## config.mk

```make
export PLATFORM = sky130hd
export DESIGN_NAME = riw_port
export DESIGN_NICKNAME = d
export VERILOG_FILES = /design/src/include/riw_pkg.sv /design/src/verilog/riw_port.sv
export SDC_FILE = /design/constraint.sdc
export NUM_CORES = 1
export LEC_CHECK = 0
export BUFFER_PORTS_ARGS = -buffer_cell sky130_fd_sc_hd__buf_4
export CORE_MARGIN = 5
export CORE_UTILIZATION = 47
export CTS_BUF_LIST = sky130_fd_sc_hd__clkbuf_16
export DETAILED_ROUTE_END_ITERATION = 16
export GPL_ROUTABILITY_DRIVEN = 0
export GPL_TIMING_DRIVEN = 0
export PLACE_DENSITY = 0.83
export REMOVE_ABC_BUFFERS = 1
export SETUP_SLACK_MARGIN = 0.3
export SLEW_MARGIN = 10
export SYNTH_ARGS = -nofsm -noshare
export SYNTH_HDL_FRONTEND = slang
export SYNTH_SLANG_ARGS = --single-unit
```

## constraint.sdc

```tcl
create_clock -name clk_sys -period 5.88 [get_ports clk_sys]
set_input_delay 0.588 -clock clk_sys [delete_from_list [all_inputs] [get_ports clk_sys]]
set_output_delay 0.588 -clock clk_sys [all_outputs]
set_load 0.02 [all_outputs]
```

## src/include/riw_pkg.sv

```systemverilog
/*
  Shared constants and carrier types for the remote I/O watchdog port.
  Assumes a single 10 MHz system clock and no register bus.
*/
package riw_pkg;

  // ********************************************************************
  // Clock and timing
  // ********************************************************************
  localparam int unsigned CLK_HZ = 10_000_000;
  localparam int unsigned SETUP_BAUD = 115_200;
  localparam int unsigned OPERATE_BAUD_DEFAULT = 2_500_000;
  localparam int unsigned WDOG_MS_DEFAULT = 50;
  localparam int unsigned MS_HZ = 1000;
  localparam int unsigned CYCLES_PER_MS = CLK_HZ / MS_HZ;
  // Bit time in cycles, rounded down and never below one.
  localparam int unsigned SETUP_DIV = (CLK_HZ / SETUP_BAUD) < 1 ? 1 : CLK_HZ / SETUP_BAUD;
  localparam int unsigned OPERATE_DIV_DEFAULT = (CLK_HZ / OPERATE_BAUD_DEFAULT) < 1 ? 1 :
    CLK_HZ / OPERATE_BAUD_DEFAULT;

  // ********************************************************************
  // Widths and reset values
  // ********************************************************************
  localparam int unsigned IO_W = 48;
  localparam int unsigned HDR_W = 24;
  localparam int unsigned DIV_W = 16;
  localparam int unsigned WDOG_W = 16;
  localparam logic [IO_W-1:0] PIN_OFF = 48'hFFFFFFFFFFFF;
  localparam logic [IO_W-1:0] OUT_RESET = 48'h000000000000;
  localparam logic FAULT_RESET = 1'b1;

  // Process data exchanged with the host on each transfer.
  typedef struct packed {
    logic [IO_W-1:0] bits;
  } riw_pd_t;

  // Two header pin groups.
  typedef struct packed {
    logic [HDR_W-1:0] high_io_header;
    logic [HDR_W-1:0] low_io_header;
  } riw_hdr_t;

  typedef enum logic {
    RIW_ASCENDING,
    RIW_DESCENDING
  } riw_order_t;

endpackage

```

## src/verilog/riw_port.sv

```systemverilog
/*
  Remote 48-bit digital I/O port core: header mapping, pin inversion,
  watchdog and fault flag, and link bit-rate enable selection.
  Assumes the serial framing logic outside hands over each valid exchange
  as one pulse with its output word, and uses the bit-rate enable here.
*/
//
// Contract
// - Setup jumper forces fixed 115.2 KBaud rate.
// - Operate jumper uses configurable rate, default 2.5M.
// - Order jumper reverses bits within each header.
// - Bits 0-23 low header, 24-47 high.
// - Pins inverted: low reads one, one drives low.
// - Power-up and watchdog expiry release pins high.
// - Watchdog expiry turns outputs off, sets fault.
// - Fault set blocks output updates until cleared.
// - Fault flag set out of power-up.
// - Each exchange carries 48 out, 48 in.
// - Watchdog period zero disables the watchdog.
`timescale 1ns/1ns
module riw_port #(
  parameter int unsigned OPERATE_DIV = riw_pkg::OPERATE_DIV_DEFAULT,
  parameter int unsigned CYCLES_PER_MS = riw_pkg::CYCLES_PER_MS
) (
  input wire logic clk_sys,
  input wire logic reset,
  input wire logic mode_select_jumper,
  input wire logic pinout_order_jumper,
  input wire logic [riw_pkg::WDOG_W-1:0] watchdog_ms,
  input wire logic xfer_valid,
  input wire riw_pkg::riw_pd_t xfer_out,
  output riw_pkg::riw_pd_t xfer_in,
  input wire logic fault_clear,
  output logic fault,
  output logic baud_tick,
  input wire riw_pkg::riw_hdr_t pin_in,
  output riw_pkg::riw_hdr_t pin_out,
  output riw_pkg::riw_hdr_t pin_oe_n
);

  // ********************************************************************
  // Header mapping
  // ********************************************************************

  // Reverse the bit numbering within one header.
  function automatic logic [riw_pkg::HDR_W-1:0] rev24(input logic [riw_pkg::HDR_W-1:0] v);
    logic [riw_pkg::HDR_W-1:0] r;
    r = '0;
    for (int i = 0; i < riw_pkg::HDR_W; i++) begin
      r[i] = v[riw_pkg::HDR_W-1-i];
    end
    return r;
  endfunction

  // Map a 48-bit word onto or off the headers; the mapping is its own inverse.
  function automatic riw_pkg::riw_hdr_t map_hdr(input logic [riw_pkg::IO_W-1:0] v, input logic desc);
    riw_pkg::riw_hdr_t h;
    h.low_io_header = desc ? rev24(v[riw_pkg::HDR_W-1:0]) : v[riw_pkg::HDR_W-1:0];
    h.high_io_header = desc ? rev24(v[riw_pkg::IO_W-1:riw_pkg::HDR_W]) :
      v[riw_pkg::IO_W-1:riw_pkg::HDR_W];
    return h;
  endfunction

  logic [riw_pkg::IO_W-1:0] out_bits;
  logic [riw_pkg::IO_W-1:0] next_out_bits;
  logic [riw_pkg::IO_W-1:0] next_in_bits;
  logic desc_order;
  riw_pkg::riw_hdr_t mapped_out;
  riw_pkg::riw_hdr_t pin_level;

  assign desc_order = (pinout_order_jumper == 1'b1);
  // Inputs are sampled as reported host bits: a low pin reads as one.
  assign pin_level = ~pin_in;
  assign next_in_bits = map_hdr(pin_level, desc_order);

  // Output bit one means pin low. Open drain: drive only while on, else release to the pullup.
  // Host bits set to zero therefore leave the pin free to be read as an input.
  assign mapped_out = map_hdr(out_bits, desc_order);

  // ********************************************************************
  // Watchdog and fault
  // ********************************************************************
  logic [riw_pkg::WDOG_W-1:0] wd_ms_left;
  logic [31:0] ms_cnt;
  logic wd_enabled;
  logic ms_tick;
  logic wd_bite;
  logic exch_ok;

  // With a period of N milliseconds the bite lands N whole milliseconds after the
  // last exchange; an exchange in the bite cycle itself wins, so a host that is just
  // in time is never punished for it.
  assign wd_enabled = (watchdog_ms != '0);
  assign ms_tick = (ms_cnt == CYCLES_PER_MS - 1);
  assign wd_bite = wd_enabled && ms_tick && (wd_ms_left == 16'h0001) && !xfer_valid;
  // Output words are honoured only while no fault stands.
  assign exch_ok = xfer_valid && !fault;
  // A bite forces all outputs off; a faulted exchange leaves them alone.
  assign next_out_bits = wd_bite ? riw_pkg::OUT_RESET :
    exch_ok ? xfer_out.bits : out_bits;

  // Millisecond prescaler restarted by each exchange so the period is measured from it.
  always_ff @(posedge clk_sys or posedge reset) begin
    if (reset) begin
      ms_cnt <= '0;
    end else if (xfer_valid || ms_tick) begin
      ms_cnt <= '0;
    end else begin
      ms_cnt <= ms_cnt + 32'h00000001;
    end
  end

  // Countdown in milliseconds, reloaded on every exchange.
  always_ff @(posedge clk_sys or posedge reset) begin
    if (reset) begin
      wd_ms_left <= 16'h0000;
    end else if (xfer_valid || !wd_enabled) begin
      wd_ms_left <= watchdog_ms;
    end else if (ms_tick && wd_ms_left != 16'h0000) begin
      wd_ms_left <= wd_ms_left - 16'h0001;
    end
  end

  // Fault flag: set at reset and by a bite; the bite wins over a clear in the same cycle.
  always_ff @(posedge clk_sys or posedge reset) begin
    if (reset) begin
      fault <= riw_pkg::FAULT_RESET;
    end else if (wd_bite) begin
      fault <= 1'b1;
    end else if (fault_clear) begin
      fault <= 1'b0;
    end
  end

  // Output image and captured input image.
  always_ff @(posedge clk_sys or posedge reset) begin
    if (reset) begin
      out_bits <= riw_pkg::OUT_RESET;
      xfer_in <= '0;
    end else begin
      out_bits <= next_out_bits;
      xfer_in.bits <= next_in_bits;
    end
  end

  // Registered pin drivers; pins released high after reset.
  always_ff @(posedge clk_sys or posedge reset) begin
    if (reset) begin
      pin_out <= riw_pkg::PIN_OFF;
      pin_oe_n <= riw_pkg::PIN_OFF;
    end else begin
      pin_out <= '0;
      pin_oe_n <= ~next_map(next_out_bits, desc_order);
    end
  end

  // Helper to keep pin drive aligned with the output image.
  function automatic riw_pkg::riw_hdr_t next_map(input logic [riw_pkg::IO_W-1:0] v, input logic d);
    return map_hdr(v, d);
  endfunction

  // ********************************************************************
  // Link bit-rate enable
  // ********************************************************************
  logic [riw_pkg::DIV_W-1:0] baud_cnt;
  logic [riw_pkg::DIV_W-1:0] baud_div;
  localparam logic [riw_pkg::DIV_W-1:0] SETUP_DIV_W = riw_pkg::DIV_W'(riw_pkg::SETUP_DIV);
  localparam logic [riw_pkg::DIV_W-1:0] OPER_DIV_W = riw_pkg::DIV_W'(OPERATE_DIV);

  // Jumper low selects setup, which ignores any configured rate.
  assign baud_div = (mode_select_jumper == 1'b0) ? SETUP_DIV_W : OPER_DIV_W;

  // Divider emits one enable pulse per bit time; a rate change restarts cleanly at wrap.
  always_ff @(posedge clk_sys or posedge reset) begin
    if (reset) begin
      baud_cnt <= '0;
      baud_tick <= 1'b0;
    end else if (baud_cnt >= baud_div - 16'h0001) begin
      baud_cnt <= '0;
      baud_tick <= 1'b1;
    end else begin
      baud_cnt <= baud_cnt + 16'h0001;
      baud_tick <= 1'b0;
    end
  end

  // ********************************************************************
  // Assertions
  // ********************************************************************
  // Every property samples on the system clock; all but AST_FAULT_AT_START and AST_RESET_RELEASE stand down while reset is high.
  AST_FAULT_AT_START: assert property (@(posedge clk_sys) $fell(reset) |-> fault)
    else $error("fault not set after reset");
  AST_BITE_SETS_FAULT: assert property (@(posedge clk_sys) disable iff (reset)
    wd_bite |=> fault && out_bits == '0)
    else $error("bite did not fault and clear outputs");
  AST_FAULT_BLOCKS: assert property (@(posedge clk_sys) disable iff (reset)
    fault && !fault_clear ##0 $stable(fault) |=> $stable(out_bits) || out_bits == '0)
    else $error("output changed while faulted");
  AST_ZERO_NO_BITE: assert property (@(posedge clk_sys) disable iff (reset)
    watchdog_ms == '0 |-> !wd_bite)
    else $error("bite with watchdog disabled");
  AST_RELOAD: assert property (@(posedge clk_sys) disable iff (reset)
    xfer_valid |=> wd_ms_left == $past(watchdog_ms))
    else $error("watchdog not reloaded");
  AST_ACCEPT: assert property (@(posedge clk_sys) disable iff (reset)
    xfer_valid && !fault && !wd_bite |=> out_bits == $past(xfer_out.bits))
    else $error("output word not taken");
  AST_PIN_INVERT: assert property (@(posedge clk_sys) disable iff (reset)
    1'b1 |=> pin_oe_n == ~map_hdr(out_bits, $past(desc_order)))
    else $error("pin drive not inverted");
  AST_SETUP_RATE: assert property (@(posedge clk_sys) disable iff (reset)
    !mode_select_jumper |-> baud_div == SETUP_DIV_W)
    else $error("setup rate not fixed");
  AST_OPER_RATE: assert property (@(posedge clk_sys) disable iff (reset)
    mode_select_jumper |-> baud_div == OPER_DIV_W)
    else $error("operate rate wrong");
  AST_ORDER: assert property (@(posedge clk_sys) disable iff (reset)
    desc_order |-> next_in_bits[0] == pin_level.low_io_header[riw_pkg::HDR_W-1])
    else $error("descending order wrong");

  // Once out of reset the drive level is always low; only the enable turns a pin on.
  AST_DRIVE_LEVEL: assert property (@(posedge clk_sys) disable iff (reset)
    !$past(reset) |-> pin_out == '0)
    else $error("pin drive level not low");

  // Leaving reset, every pin is released and the output image is empty.
  AST_RESET_RELEASE: assert property (@(posedge clk_sys)
    $fell(reset) |-> pin_oe_n == riw_pkg::PIN_OFF && out_bits == riw_pkg::OUT_RESET)
    else $error("pins not released after reset");

  // A bite releases every pin in the very next cycle.
  AST_BITE_RELEASE: assert property (@(posedge clk_sys) disable iff (reset)
    wd_bite |=> pin_oe_n == riw_pkg::PIN_OFF)
    else $error("pins not released after bite");

  // Outside reset, the fault flag can only rise through a bite.
  AST_FAULT_RISE: assert property (@(posedge clk_sys) disable iff (reset)
    $rose(fault) |-> $past(wd_bite))
    else $error("fault rose without a bite");

  // A clear that meets no bite takes the flag down at once.
  AST_CLEAR: assert property (@(posedge clk_sys) disable iff (reset)
    fault_clear && !wd_bite |=> !fault)
    else $error("fault clear ignored");

  // Without an exchange or a bite the output image stands.
  AST_HOLD_OUT: assert property (@(posedge clk_sys) disable iff (reset)
    !xfer_valid && !wd_bite |=> $stable(out_bits))
    else $error("output image changed on its own");

  // A word that arrives while faulted is dropped.
  AST_REFUSED: assert property (@(posedge clk_sys) disable iff (reset)
    xfer_valid && fault |=> $stable(out_bits))
    else $error("word taken while faulted");

  // The input image follows the pins one cycle late, inverted and mapped.
  AST_IN_IMAGE: assert property (@(posedge clk_sys) disable iff (reset)
    !$past(reset) |-> xfer_in.bits == map_hdr(~$past(pin_in), $past(desc_order)))
    else $error("input image wrong");

  // With a steady order jumper the enables mirror the current output image.
  AST_PIN_IMAGE: assert property (@(posedge clk_sys) disable iff (reset)
    !$changed(desc_order) |-> pin_oe_n == ~mapped_out)
    else $error("pin enables differ from output image");

  // Ascending order keeps bit zero of each header in place.
  AST_ASC_ORDER: assert property (@(posedge clk_sys) disable iff (reset)
    !desc_order |-> next_in_bits[0] == pin_level.low_io_header[0] &&
      next_in_bits[riw_pkg::HDR_W] == pin_level.high_io_header[0])
    else $error("ascending order wrong");

  // Descending order puts bit zero of the high header at the top of the word.
  AST_DESC_HIGH: assert property (@(posedge clk_sys) disable iff (reset)
    desc_order |-> next_in_bits[riw_pkg::IO_W-1] == pin_level.high_io_header[0])
    else $error("descending high header wrong");

  // The bit-rate enable is a single-cycle pulse whenever the divisor exceeds one.
  AST_TICK_PULSE: assert property (@(posedge clk_sys) disable iff (reset)
    baud_tick && baud_div > 16'h0001 |=> !baud_tick)
    else $error("bit-rate enable longer than one cycle");

  // The millisecond prescaler never passes its terminal count.
  AST_MS_BOUND: assert property (@(posedge clk_sys) disable iff (reset)
    ms_cnt < CYCLES_PER_MS)
    else $error("millisecond prescaler overran");

  // Each millisecond without an exchange takes one off the countdown.
  AST_COUNTDOWN: assert property (@(posedge clk_sys) disable iff (reset)
    ms_tick && !xfer_valid && wd_enabled && wd_ms_left != 16'h0000 |=>
      wd_ms_left == $past(wd_ms_left) - 16'h0001)
    else $error("watchdog countdown skipped");

  // ********************************************************************
  // Cover points
  // ********************************************************************
  // Clear, bite, plain and descending exchanges, and a setup-rate enable.
  COV_CLEAR: cover property (@(posedge clk_sys) disable iff (reset) fault ##1 !fault);
  COV_BITE: cover property (@(posedge clk_sys) disable iff (reset) wd_bite);
  COV_EXCH: cover property (@(posedge clk_sys) disable iff (reset) exch_ok);
  COV_DESC_EXCH: cover property (@(posedge clk_sys) disable iff (reset) exch_ok && desc_order);
  COV_SETUP_TICK: cover property (@(posedge clk_sys) disable iff (reset) baud_tick && !mode_select_jumper);

endmodule // riw_port

```

==> results by group, run 1 <==
Run status
  • Status: complete, no violations

STA
  • RSZ-0062 raised after global routing: no
  • Fmax: 383.7 MHz
  • Setup violations, final: 0
  • Final period util: 44.32%
  • Slew margin rel.: 23.40%
  • Worst-Margin Slew: 1140 ps
  • Slack of the critical path: 3274 ps
  • Hold WS: 163.9 ps
  • Skew final: 18.59 ps
  • Final hold violation count: 0
  • Min cycle time layout: 2606 ps
  • Fin. max-slew vios: 0

Final layout
  • # diodes: 0
  • Nets: 1165
  • Layout cell share with drive strength beyond 1: 35.36%
  • Fillers: 1530
  • Fin util: 62.30%
  • Layout area overhead: 29.41%

Logic synthesis
  • Yosys cell types: 52
  • Syn_area_per_cell: 11.50 µm²
  • EDFF count, synth: 0
  • Post-synthesis sequential area ratio: 56.65%
  • Synth area leaders: dfrtp_1, mux2i_1, dfstp_2
  • Synthesized cell area: 9430 µm²
  • Synth Flop Type: dfrtp_1
  • Mapped Cells: 820
  • Syn. warnings: 0
  • Area share of the largest cell type after synthesis: 42.72%
  • FF+latch count, synth: 211
  • Yosys top cell by area: dfrtp_1
  • Async set or reset register ratio after synthesis: 100.0%

Run
  • Maxcap violations: 0

CTS
  • Clk slew on worst S/H paths: 60 ps
  • Hold-fix buffers, CTS: 0
  • Longest Clk Path Bufs: 3
  • CTS tree: built
  • Post-CTS Setup Bufs: 0
  • Clock sink count: 211
  • H-tree lvl count: 1
  • Clock latency on the worst-skew pair: 510 ps
  • Post-CTS Resized: 0
  • Number of CTS-inserted buffers: 23
  • Root buf cell: clkbuf_16

Route
  • Drt wl/cell: 17.08 µm
  • Vias: 6774
  • Post-Route WL: 22540 µm
  • Pre-Repair DR Iteration Count: 5
  • Post-route ant nets: 0
  • DRC viols: 0
  • Post-DR vias/cell: 5.132
  • 1st-iter DRT viols: 261

Critical path
  • R2R Path Start: ms_cnt[12]$_DFF_PP0_
  • Crit. End Element: flip-flop
  • Worst setup SP type: flip-flop
  • Worst r2r path cells: 5
  • CP max FO: 31
  • Worst R2R End: ms_cnt[6]$_DFF_PP0_
  • Setup Crit Path Kind: reg2reg
  • CP arrival: 2940 ps
  • Flop-to-flop setup slack: 3270 ps
  • Worst EP required: 6210 ps

Floorplan
  • IO Pins: 264
  • Initial Utilization: 48.14%
  • Core area: 19590 µm²
  • Num rows: 51
  • Die area: 23000 µm²
  • Die X: 151.7 µm
  • Vert. Die Dim: 151.7 µm

Power and ir drop
  • Leakage: 5.995 nW
  • Tot Pwr: 0.003677 W
  • PD cells: 301.3 nW/µm²
  • Maximum vdd drop: 0.2299 mV

GRT
  • First-pass GRT wire length: 35540 µm
  • Pin count of the biggest net entering global routing: 121
  • Grt ovf: 0
  • Vias in the first global route: 7121
  • Initial antenna violation count: 0
  • Gr usage total: 19.32%

Placed design
  • DP Worst Slack: 2821 ps
  • Port Buf Inserts: 263
  • DP Wirelength: 15880 µm

Min path
  • Hold WC Path Type: in2async
## registers in the layout, indices dropped and copies added, names as in the netlist
register and cells:
baud_cnt 16, baud_tick 1, fault 1, ms_cnt 32
out_bits 48, pin_oe_n 48, pin_out 1, wd_ms_left 16
xfer_in 48
## metrics by stage
| step | std cells | cell area [µm²] | setup TNS (ps) |
|---|---|---|---|
| after floorplan | 743 | 8935 | -62970 |
| final | 1320 | 12200 | 0 |
| after global routing | 1320 | 12200 | 0 |
| after CTS | 1320 | 12200 | 0 |
| after detailed placement | 1278 | 11430 | 0 |
| after global placement | 1271 | 11240 | -473530 |
## worst max-delay path by stage
stage,slack (ps),to,startpoint
3_3_place_gp,-2610,out_bits[0]$_DFF_PP0_,reset
6_report,3270,ms_cnt[6]$_DFF_PP0_,ms_cnt[12]$_DFF_PP0_
2_1_floorplan,-390,baud_cnt[0]$_DFF_PP0_,reset
3_5_place_dp,2820,pin_oe_n[23]$_DFF_PP1_,watchdog_ms[13]
4_1_cts,3230,ms_cnt[6]$_DFF_PP0_,ms_cnt[12]$_DFF_PP0_
5_1_grt,2990,ms_cnt[6]$_DFF_PP0_,ms_cnt[12]$_DFF_PP0_
## synth_stat cells, drive strengths merged (10+ instances only)
| library cell | n |
|---|---|
| dfrtp | 161 |
| mux2i | 144 |
| nor2 | 108 |
| nand2 | 63 |
| buf | 61 |
| dfstp | 50 |
| nand3 | 26 |
| clkbuf | 24 |
| xor2 | 20 |
| nor4 | 16 |
| and3 | 15 |
| inv | 15 |
| nand4 | 14 |
| xnor2 | 13 |
| a31oi | 10 |
## worst max-delay path, stage by stage (launching register included)
cell      delay, ps
dfrtp_1         430
or4b_4          580
nor3_4          230
nand3_2         190
nand2b_1        840
nor2_1          150
## cell families (layout without fill, tap and decap cells)
family,after synthesis,after routing,synth area share [%]
other,1,9,0.03977
adders and majority gates,9,9,1.194
AOI/OAI and AO/OA,48,48,3.755
DFF,211,211,56.65
buffers and inverters,100,327,6.169
xor gates and xnor gates,33,33,3.065
muxes,144,144,15.28
and+or+nand+nor,274,274,13.84
## power by group
| part | switching [W] | internal, W | total (W) |
|---|---|---|---|
| Combinational | 0.000320 | 0.000251 | 0.000571 |
| Sequential | 0.0000475 | 0.00160 | 0.00165 |
| Clock | 0.000570 | 0.000888 | 0.00146 |
| Total | 0.000937 | 0.00274 | 0.00368 |
## final cells by class
| type | instances | area (µm²) | share of cell area [%] |
|---|---|---|---|
| clock buffers | 23 | 575.6 | 4.716 |
| clock inverters | 19 | 196.4 | 1.610 |
| inverters | 15 | 63.81 | 0.5229 |
| multi-input cells | 517 | 3558 | 29.16 |
| flip-flops and latches | 211 | 5343 | 43.78 |
| well taps | 265 | 331.6 | 2.717 |
| repair buffers | 270 | 2136 | 17.50 |
## layer usage
layer | share of wire [%] | global-route usage [%] | vias up
li1 | - | - | 3198
met1 | 37 | 21.79 | 3296
met2 | 50 | 33.36 | 238
met3 | 11 | 8.090 | 42
met4 | 2.8 | 6.020 | 0
met5 | 0 | 0 | -
## layout by cell type (no fill, tap or decap), types with 8 or more instances in the layout
master	Yosys	routed
ha_1	9	9
nand3_1	25	25
and3_1	13	13
xor2_1	20	20
xnor2_1	13	13
nor2_1	108	107
mux2i_1	144	144
a31oi_1	10	10
inv_1	15	20
nor4_1	13	13
dfstp_2	50	50
nand4_1	14	14
or3_1	8	8
conb_1	1	9
o21ai_0	9	9
buf_4	49	262
nand2_1	63	63
dfrtp_1	161	161
clkbuf_16	0	23
(Power assumes the default switching activity.)
==> run 2: changes to the inputs <==
- clock period: 5.88 -> 2.3 ns (I/O delays scaled with it)
==> run 2 against run 1 <==
Utilization up 13 points. Maximum frequency up 17%. Clock skew up 0.90 ps. Wire length up 39%. Die area unchanged. Total power rose to 2.7 times the previous value. Clock power rose to 2.6 times the previous value. Sequential share of layout area down 7.7 points. Non-clock buffer count up 148. Design area up 21%. Hold slack worse by 150 ps. Count of clock-buffer cells in the layout unchanged.
==> results by group, run 2 (same netlist as run 1, synthesis figures left out) <==
CTS
  • Root buf cell: clkbuf_16
  • Longest Clk Path Bufs: 3
  • Clock latency on the worst-skew pair: 510 ps
  • Clock sink count: 211
  • CTS tree: built
  • Clk slew on worst S/H paths: 60 ps
  • Number of CTS-inserted buffers: 23
  • H-tree lvl count: 1

STA
  • Final hold violation count: 0
  • RSZ-0062 raised after global routing: yes
  • Fmax: 448.4 MHz
  • Setup violations, final: 0
  • Slack of the critical path: 69.95 ps
  • Worst-Margin Slew: 907.9 ps
  • Final period util: 96.96%
  • Fin. max-slew vios: 0
  • Min cycle time layout: 2230 ps
  • Skew final: 19.49 ps
  • Slew margin rel.: 38.92%

Critical path
  • Worst EP required: 2680 ps
  • Crit. End Element: flip-flop
  • Setup Crit Path Kind: reg2reg
  • CP arrival: 2610 ps
  • Flop-to-flop setup slack: 70 ps
  • Worst setup SP type: flip-flop
  • CP max FO: 7

Power and ir drop
  • Internal power: 0.007252 W
  • P_sw: 0.002710 W
  • Maximum vdd drop: 0.5387 mV
  • Leakage: 6.999 nW
  • Clk network pwr share: 38.2%
  • Flop pwr share: 42.6%
  • PD cells: 671.9 nW/µm²
  • Switching Fraction: 27.20%
  • Logic pwr share: 19.2%

Route
  • Post-Route WL: 31440 µm
  • Vias: 7959
  • Post-route ant nets: 0
  • Pre-Repair DR Iteration Count: 5
  • Drt wl/cell: 21.37 µm
  • Post-DR vias/cell: 5.411
  • 1st-iter DRT viols: 454
  • DRC viols: 0

Floorplan
  • IO Pins: 264
  • Vert. Die Dim: 151.7 µm
  • Num rows: 51
  • Initial Utilization: 48.14%
  • Die area: 23000 µm²
  • Die X: 151.7 µm
  • Core area: 19590 µm²

Final layout
  • # diodes: 0
  • Most common cell after layout, fill and taps aside: buf_4
  • Most frequent cells in the layout: buf_4, dfrtp_1, mux2i_1
  • Number of standard cells in the final layout excluding fillers: 1471
  • Fin util: 75.68%
  • Nets: 1316
  • Fillers: 1120
  • Regs by FF count: out_bits x48, pin_oe_n x48, xfer_in x48
  • Layout area overhead: 57.21%
  • Layout cell share with drive strength beyond 1: 46.43%

GRT
  • First-pass GRT wire length: 44950 µm
  • Initial antenna violation count: 0
  • Grt ovf: 0
  • Vias in the first global route: 8291
  • Gr usage total: 25.05%
  • Pin count of the biggest net entering global routing: 121

Placed design
  • Port Buf Inserts: 263
  • DP Wirelength: 15880 µm
  • DP Worst Slack: -401.4 ps
  • Dpl cells: 1278

Run
  • Maxcap violations: 0

Run status
  • Status: complete, no violations

Min path
  • Hold WC Path Type: in2reg
[run 2: worst max-delay path: stages (launching register included)]
cell       delay, ps
dfrtp_1          450
nor4_4           360
nand4_1          190
buf_4            190
o2111a_2         290
clkbuf_16        180
a32o_1           250
a31o_2           220
[run 2: area by class of cell]
cell class	count	area, µm²	share of cell area, %
sequential	211	5348	36.07
multi-input combinational	520	4399	29.67
timing repair buffer	418	3911	26.38
clock buffer	23	575.6	3.882
tap	265	331.6	2.236
clock inverter	19	196.4	1.325
inverter	15	63.81	0.4304
[run 2: final timing paths]
check / start / end / cells past startpoint
setup / recovery: wd_ms_left[12]$_DFFE_PP0P_ / wd_ms_left[7]$_DFFE_PP0P_ / 7
hold / removal: watchdog_ms[8] / wd_ms_left[8]$_DFFE_PP0P_ / 3
setup reg to reg: wd_ms_left[12]$_DFFE_PP0P_ / wd_ms_left[7]$_DFFE_PP0P_ / 7
hold reg to reg: ms_cnt[0]$_DFF_PP0_ / ms_cnt[0]$_DFF_PP0_ / 1
max in group asynchronous: reset / wd_ms_left[3]$_DFFE_PP0P_ / 4
min in group asynchronous: reset / xfer_in[16]$_DFF_PP0_ / 3
[run 2: stage by stage]
step                power, W  TNS (ps)  hold slack [ps]  cell area (µm²)
floorplan           0.005029   -946550            293.0             8935
global placement    0.005708  -1475840            383.1            11240
detailed placement  0.005750    -33260            369.2            11430
CTS                 0.009748         0           0.5412            14060
global route         0.01034         0            6.493            14830
finish              0.009962         0            14.52            14830
[run 2: power groups by stage]
stage / Sequential, W / Combinational, W / Clock, W
after floorplan: 0.00456 / 0.000473 / 0
after global placement: 0.00427 / 0.00144 / 0
after detailed placement: 0.00428 / 0.00147 / 0
after CTS: 0.00422 / 0.00170 / 0.00383
after global routing: 0.00427 / 0.00204 / 0.00403
final: 0.00424 / 0.00191 / 0.00380
[run 2: timing repair]
item                                    CTS  global route
pin swaps                                50            43
hold endpoints to repair                126             0
endpoints found under the setup margin  201           153
resized for setup                       107           138
hold buffers                             82             0
gates cloned                             14             2
setup buffers                            33            20
[run 2: layer usage]
metal | GRT usage, % | wire length (µm) | vias up
met5 | 0 | 0 | -
met4 | 8.715 | 1149 | 0
met3 | 7.555 | 2590 | 87
met2 | 43.71 | 16170 | 353
met1 | 29.41 | 11530 | 3992
li1 | - | - | 3527
==> run 3: changes to the inputs <==
- CORE_UTILIZATION: 47 -> 57
- CTS_CLUSTER_DIAMETER: default -> 30
- PLACE_DENSITY: 0.83 -> 0.93
- clock period: 2.3 -> 2.7 ns (I/O delays scaled with it)
==> run 3 against run 2 <==
First-iteration DRC count increased by 16%. Total power grew 7.6%. Largest power group is now the clock network. Critical path type unchanged. Critical endpoint is now wd_ms_left[15]$_DFFE_PP0P_. Global-route usage grew 6.3 points. Highest routed layer is now met5. Wire length is 2.8% lower. Register-to-register slack gained 350 ps. Final cell count shrank 5.5%. Non-clock buffer count down 67.
==> results by group, run 3 (same netlist as run 1, synthesis figures left out) <==
STA
  • Fmax: 437.6 MHz
  • Setup violations, final: 0
  • Worst-Margin Slew: 765.6 ps
  • Sum Neg Setup Slack: 0 ps
  • Fin. max-slew vios: 0
  • Slew margin rel.: 48.96%
  • Min cycle time layout: 2285 ps
  • Final period util: 84.63%
  • Skew final: 13.78 ps
  • Final hold violation count: 0
  • RSZ-0062 raised after global routing: no

Power and ir drop
  • Clk network pwr share: 52.6%
  • Flop pwr share: 33.9%
  • P_sw: 0.002766 W
  • Internal power: 0.007953 W
  • PD cells: 780.3 nW/µm²
  • Leakage: 6.688 nW
  • Logic pwr share: 13.5%
  • Switching Fraction: 25.81%
  • Maximum vdd drop: 0.6319 mV

CTS
  • Clk slew on worst S/H paths: 50 ps
  • Clock latency on the worst-skew pair: 510 ps
  • Longest Clk Path Bufs: 3
  • Number of CTS-inserted buffers: 42
  • CTS tree: built
  • H-tree lvl count: 2
  • Root buf cell: clkbuf_16
  • Clock sink count: 211

Final layout
  • Layout cell share with drive strength beyond 1: 35.81%
  • Fin util: 83.73%
  • Most frequent cells in the layout: buf_4, dfrtp_1, mux2i_1
  • Most common cell after layout, fill and taps aside: buf_4
  • Number of standard cells in the final layout excluding fillers: 1390
  • Regs by FF count: out_bits x48, pin_oe_n x48, xfer_in x48
  • Layout area overhead: 45.67%
  • # diodes: 0
  • Nets: 1265

Placed design
  • Port Buf Inserts: 263
  • Dpl cells: 1233
  • DP Wirelength: 16610 µm

Run status
  • Status: complete, no violations

Critical path
  • Worst EP required: 3120 ps
  • Critical Path Max Stage Delay: 520 ps
  • Setup Crit Path Kind: reg2reg
  • CP arrival: 2710 ps
  • Crit. End Element: flip-flop
  • CP Cell Sequence: or3_1 -> nor4_2 -> nand3_1 -> or4_1 -> a31oi_1
  • Slowest cell on the critical path: or4_1
  • Worst setup SP type: flip-flop
  • CP max FO: 7

GRT
  • Gr usage total: 31.31%
  • Pin count of the biggest net entering global routing: 109
  • Vias in the first global route: 8650
  • Initial antenna violation count: 1
  • First-pass GRT wire length: 47910 µm
  • Grt ovf: 0

Route
  • DR WL met2: 15660 µm
  • Post-Route WL: 30570 µm
  • Top routing layer in use: met5
  • Post-DR vias/cell: 5.640
  • Pre-Repair DR Iteration Count: 6
  • DRC viols: 0
  • Post-route ant nets: 0
  • Drt wl/cell: 21.99 µm
  • Vias: 7840
  • Wire length on met1: 10850 µm
  • Met3 Wirelength: 2544 µm
  • 1st-iter DRT viols: 527

Floorplan
  • Vert. Die Dim: 138.6 µm
  • IO Pins: 264
  • Num rows: 47
  • Core area: 16410 µm²
  • Die area: 19220 µm²
  • Die X: 138.6 µm
  • Initial Utilization: 57.48%

Run
  • Maxcap violations: 0

Min path
  • Hold WC Path Type: in2reg
## run 3: final timing paths
path	start	end	slack, ps	cells after the start
setup / recovery	wd_ms_left[3]$_DFFE_PP0P_	wd_ms_left[15]$_DFFE_PP0P_	410	5
hold / removal	watchdog_ms[12]	wd_ms_left[12]$_DFFE_PP0P_	30	2
setup reg to reg	wd_ms_left[3]$_DFFE_PP0P_	wd_ms_left[15]$_DFFE_PP0P_	410	5
hold reg to reg	ms_cnt[0]$_DFF_PP0_	ms_cnt[0]$_DFF_PP0_	490	1
max in group asynchronous	reset	pin_oe_n[13]$_DFF_PP1_	1300	4
min in group asynchronous	reset	xfer_in[34]$_DFF_PP0_	400	3
## run 3: cell type report
class                           count  area, µm²
Multi-Input combinational cell    517       3590
Timing Repair Buffer              351       2939
Fill cell                         801       2670
Clock inverter                     34      475.5
Inverter                           15      63.81
Clock buffer                       42       1051
Tap cell                          220      275.3
Sequential cell                   211       5343
## run 3: what timing repair did
item	in CTS	in global routing
setup endpoints to repair	109	42
pin swaps	2	0
hold buffers	78	0
gates resized for setup	3	4
hold endpoints to repair	140	0
setup buffers	3	0
## run 3: critical path: cells and delay by family, from the launching register on
| family | cells | cell delay (ps) |
|---|---|---|
| and+or+nand+nor | 4 | 1580 |
| DFF | 1 | 450 |
| AOI/OAI and AO/OA | 1 | 170 |
## run 3: metrics by stage
| stage | setup WS (ps) | area (µm²) | power (W) | hold WS, ps |
|---|---|---|---|---|
| finish | 415.0 | 13740 | 0.01072 | 27.03 |
| detailed placement | -1.864 | 11380 | 0.004915 | 426.3 |
| global placement | -5263 | 11180 | 0.004858 | 417.7 |
| global route | 324.9 | 13740 | 0.01104 | 27.27 |
| floorplan | -3253 | 8935 | 0.004284 | 333.0 |
| CTS | 302.5 | 13720 | 0.01066 | 1.796 |
## run 3: routing by layer
metal  up-vias  GRT usage [%]
met5         -              0
met4         2          15.19
met3       116          9.690
met2       407          55.01
met1      3896          34.57
li1       3419              -
## run 3: power by group through the flow
stage	Combinational, W	Clock, W	Sequential, W
detailed placement	0.00127	0	0.00365
global route	0.00153	0.00585	0.00366
floorplan	0.000403	0	0.00388
global placement	0.00122	0	0.00364
CTS	0.00140	0.00564	0.00361
finish	0.00144	0.00564	0.00364
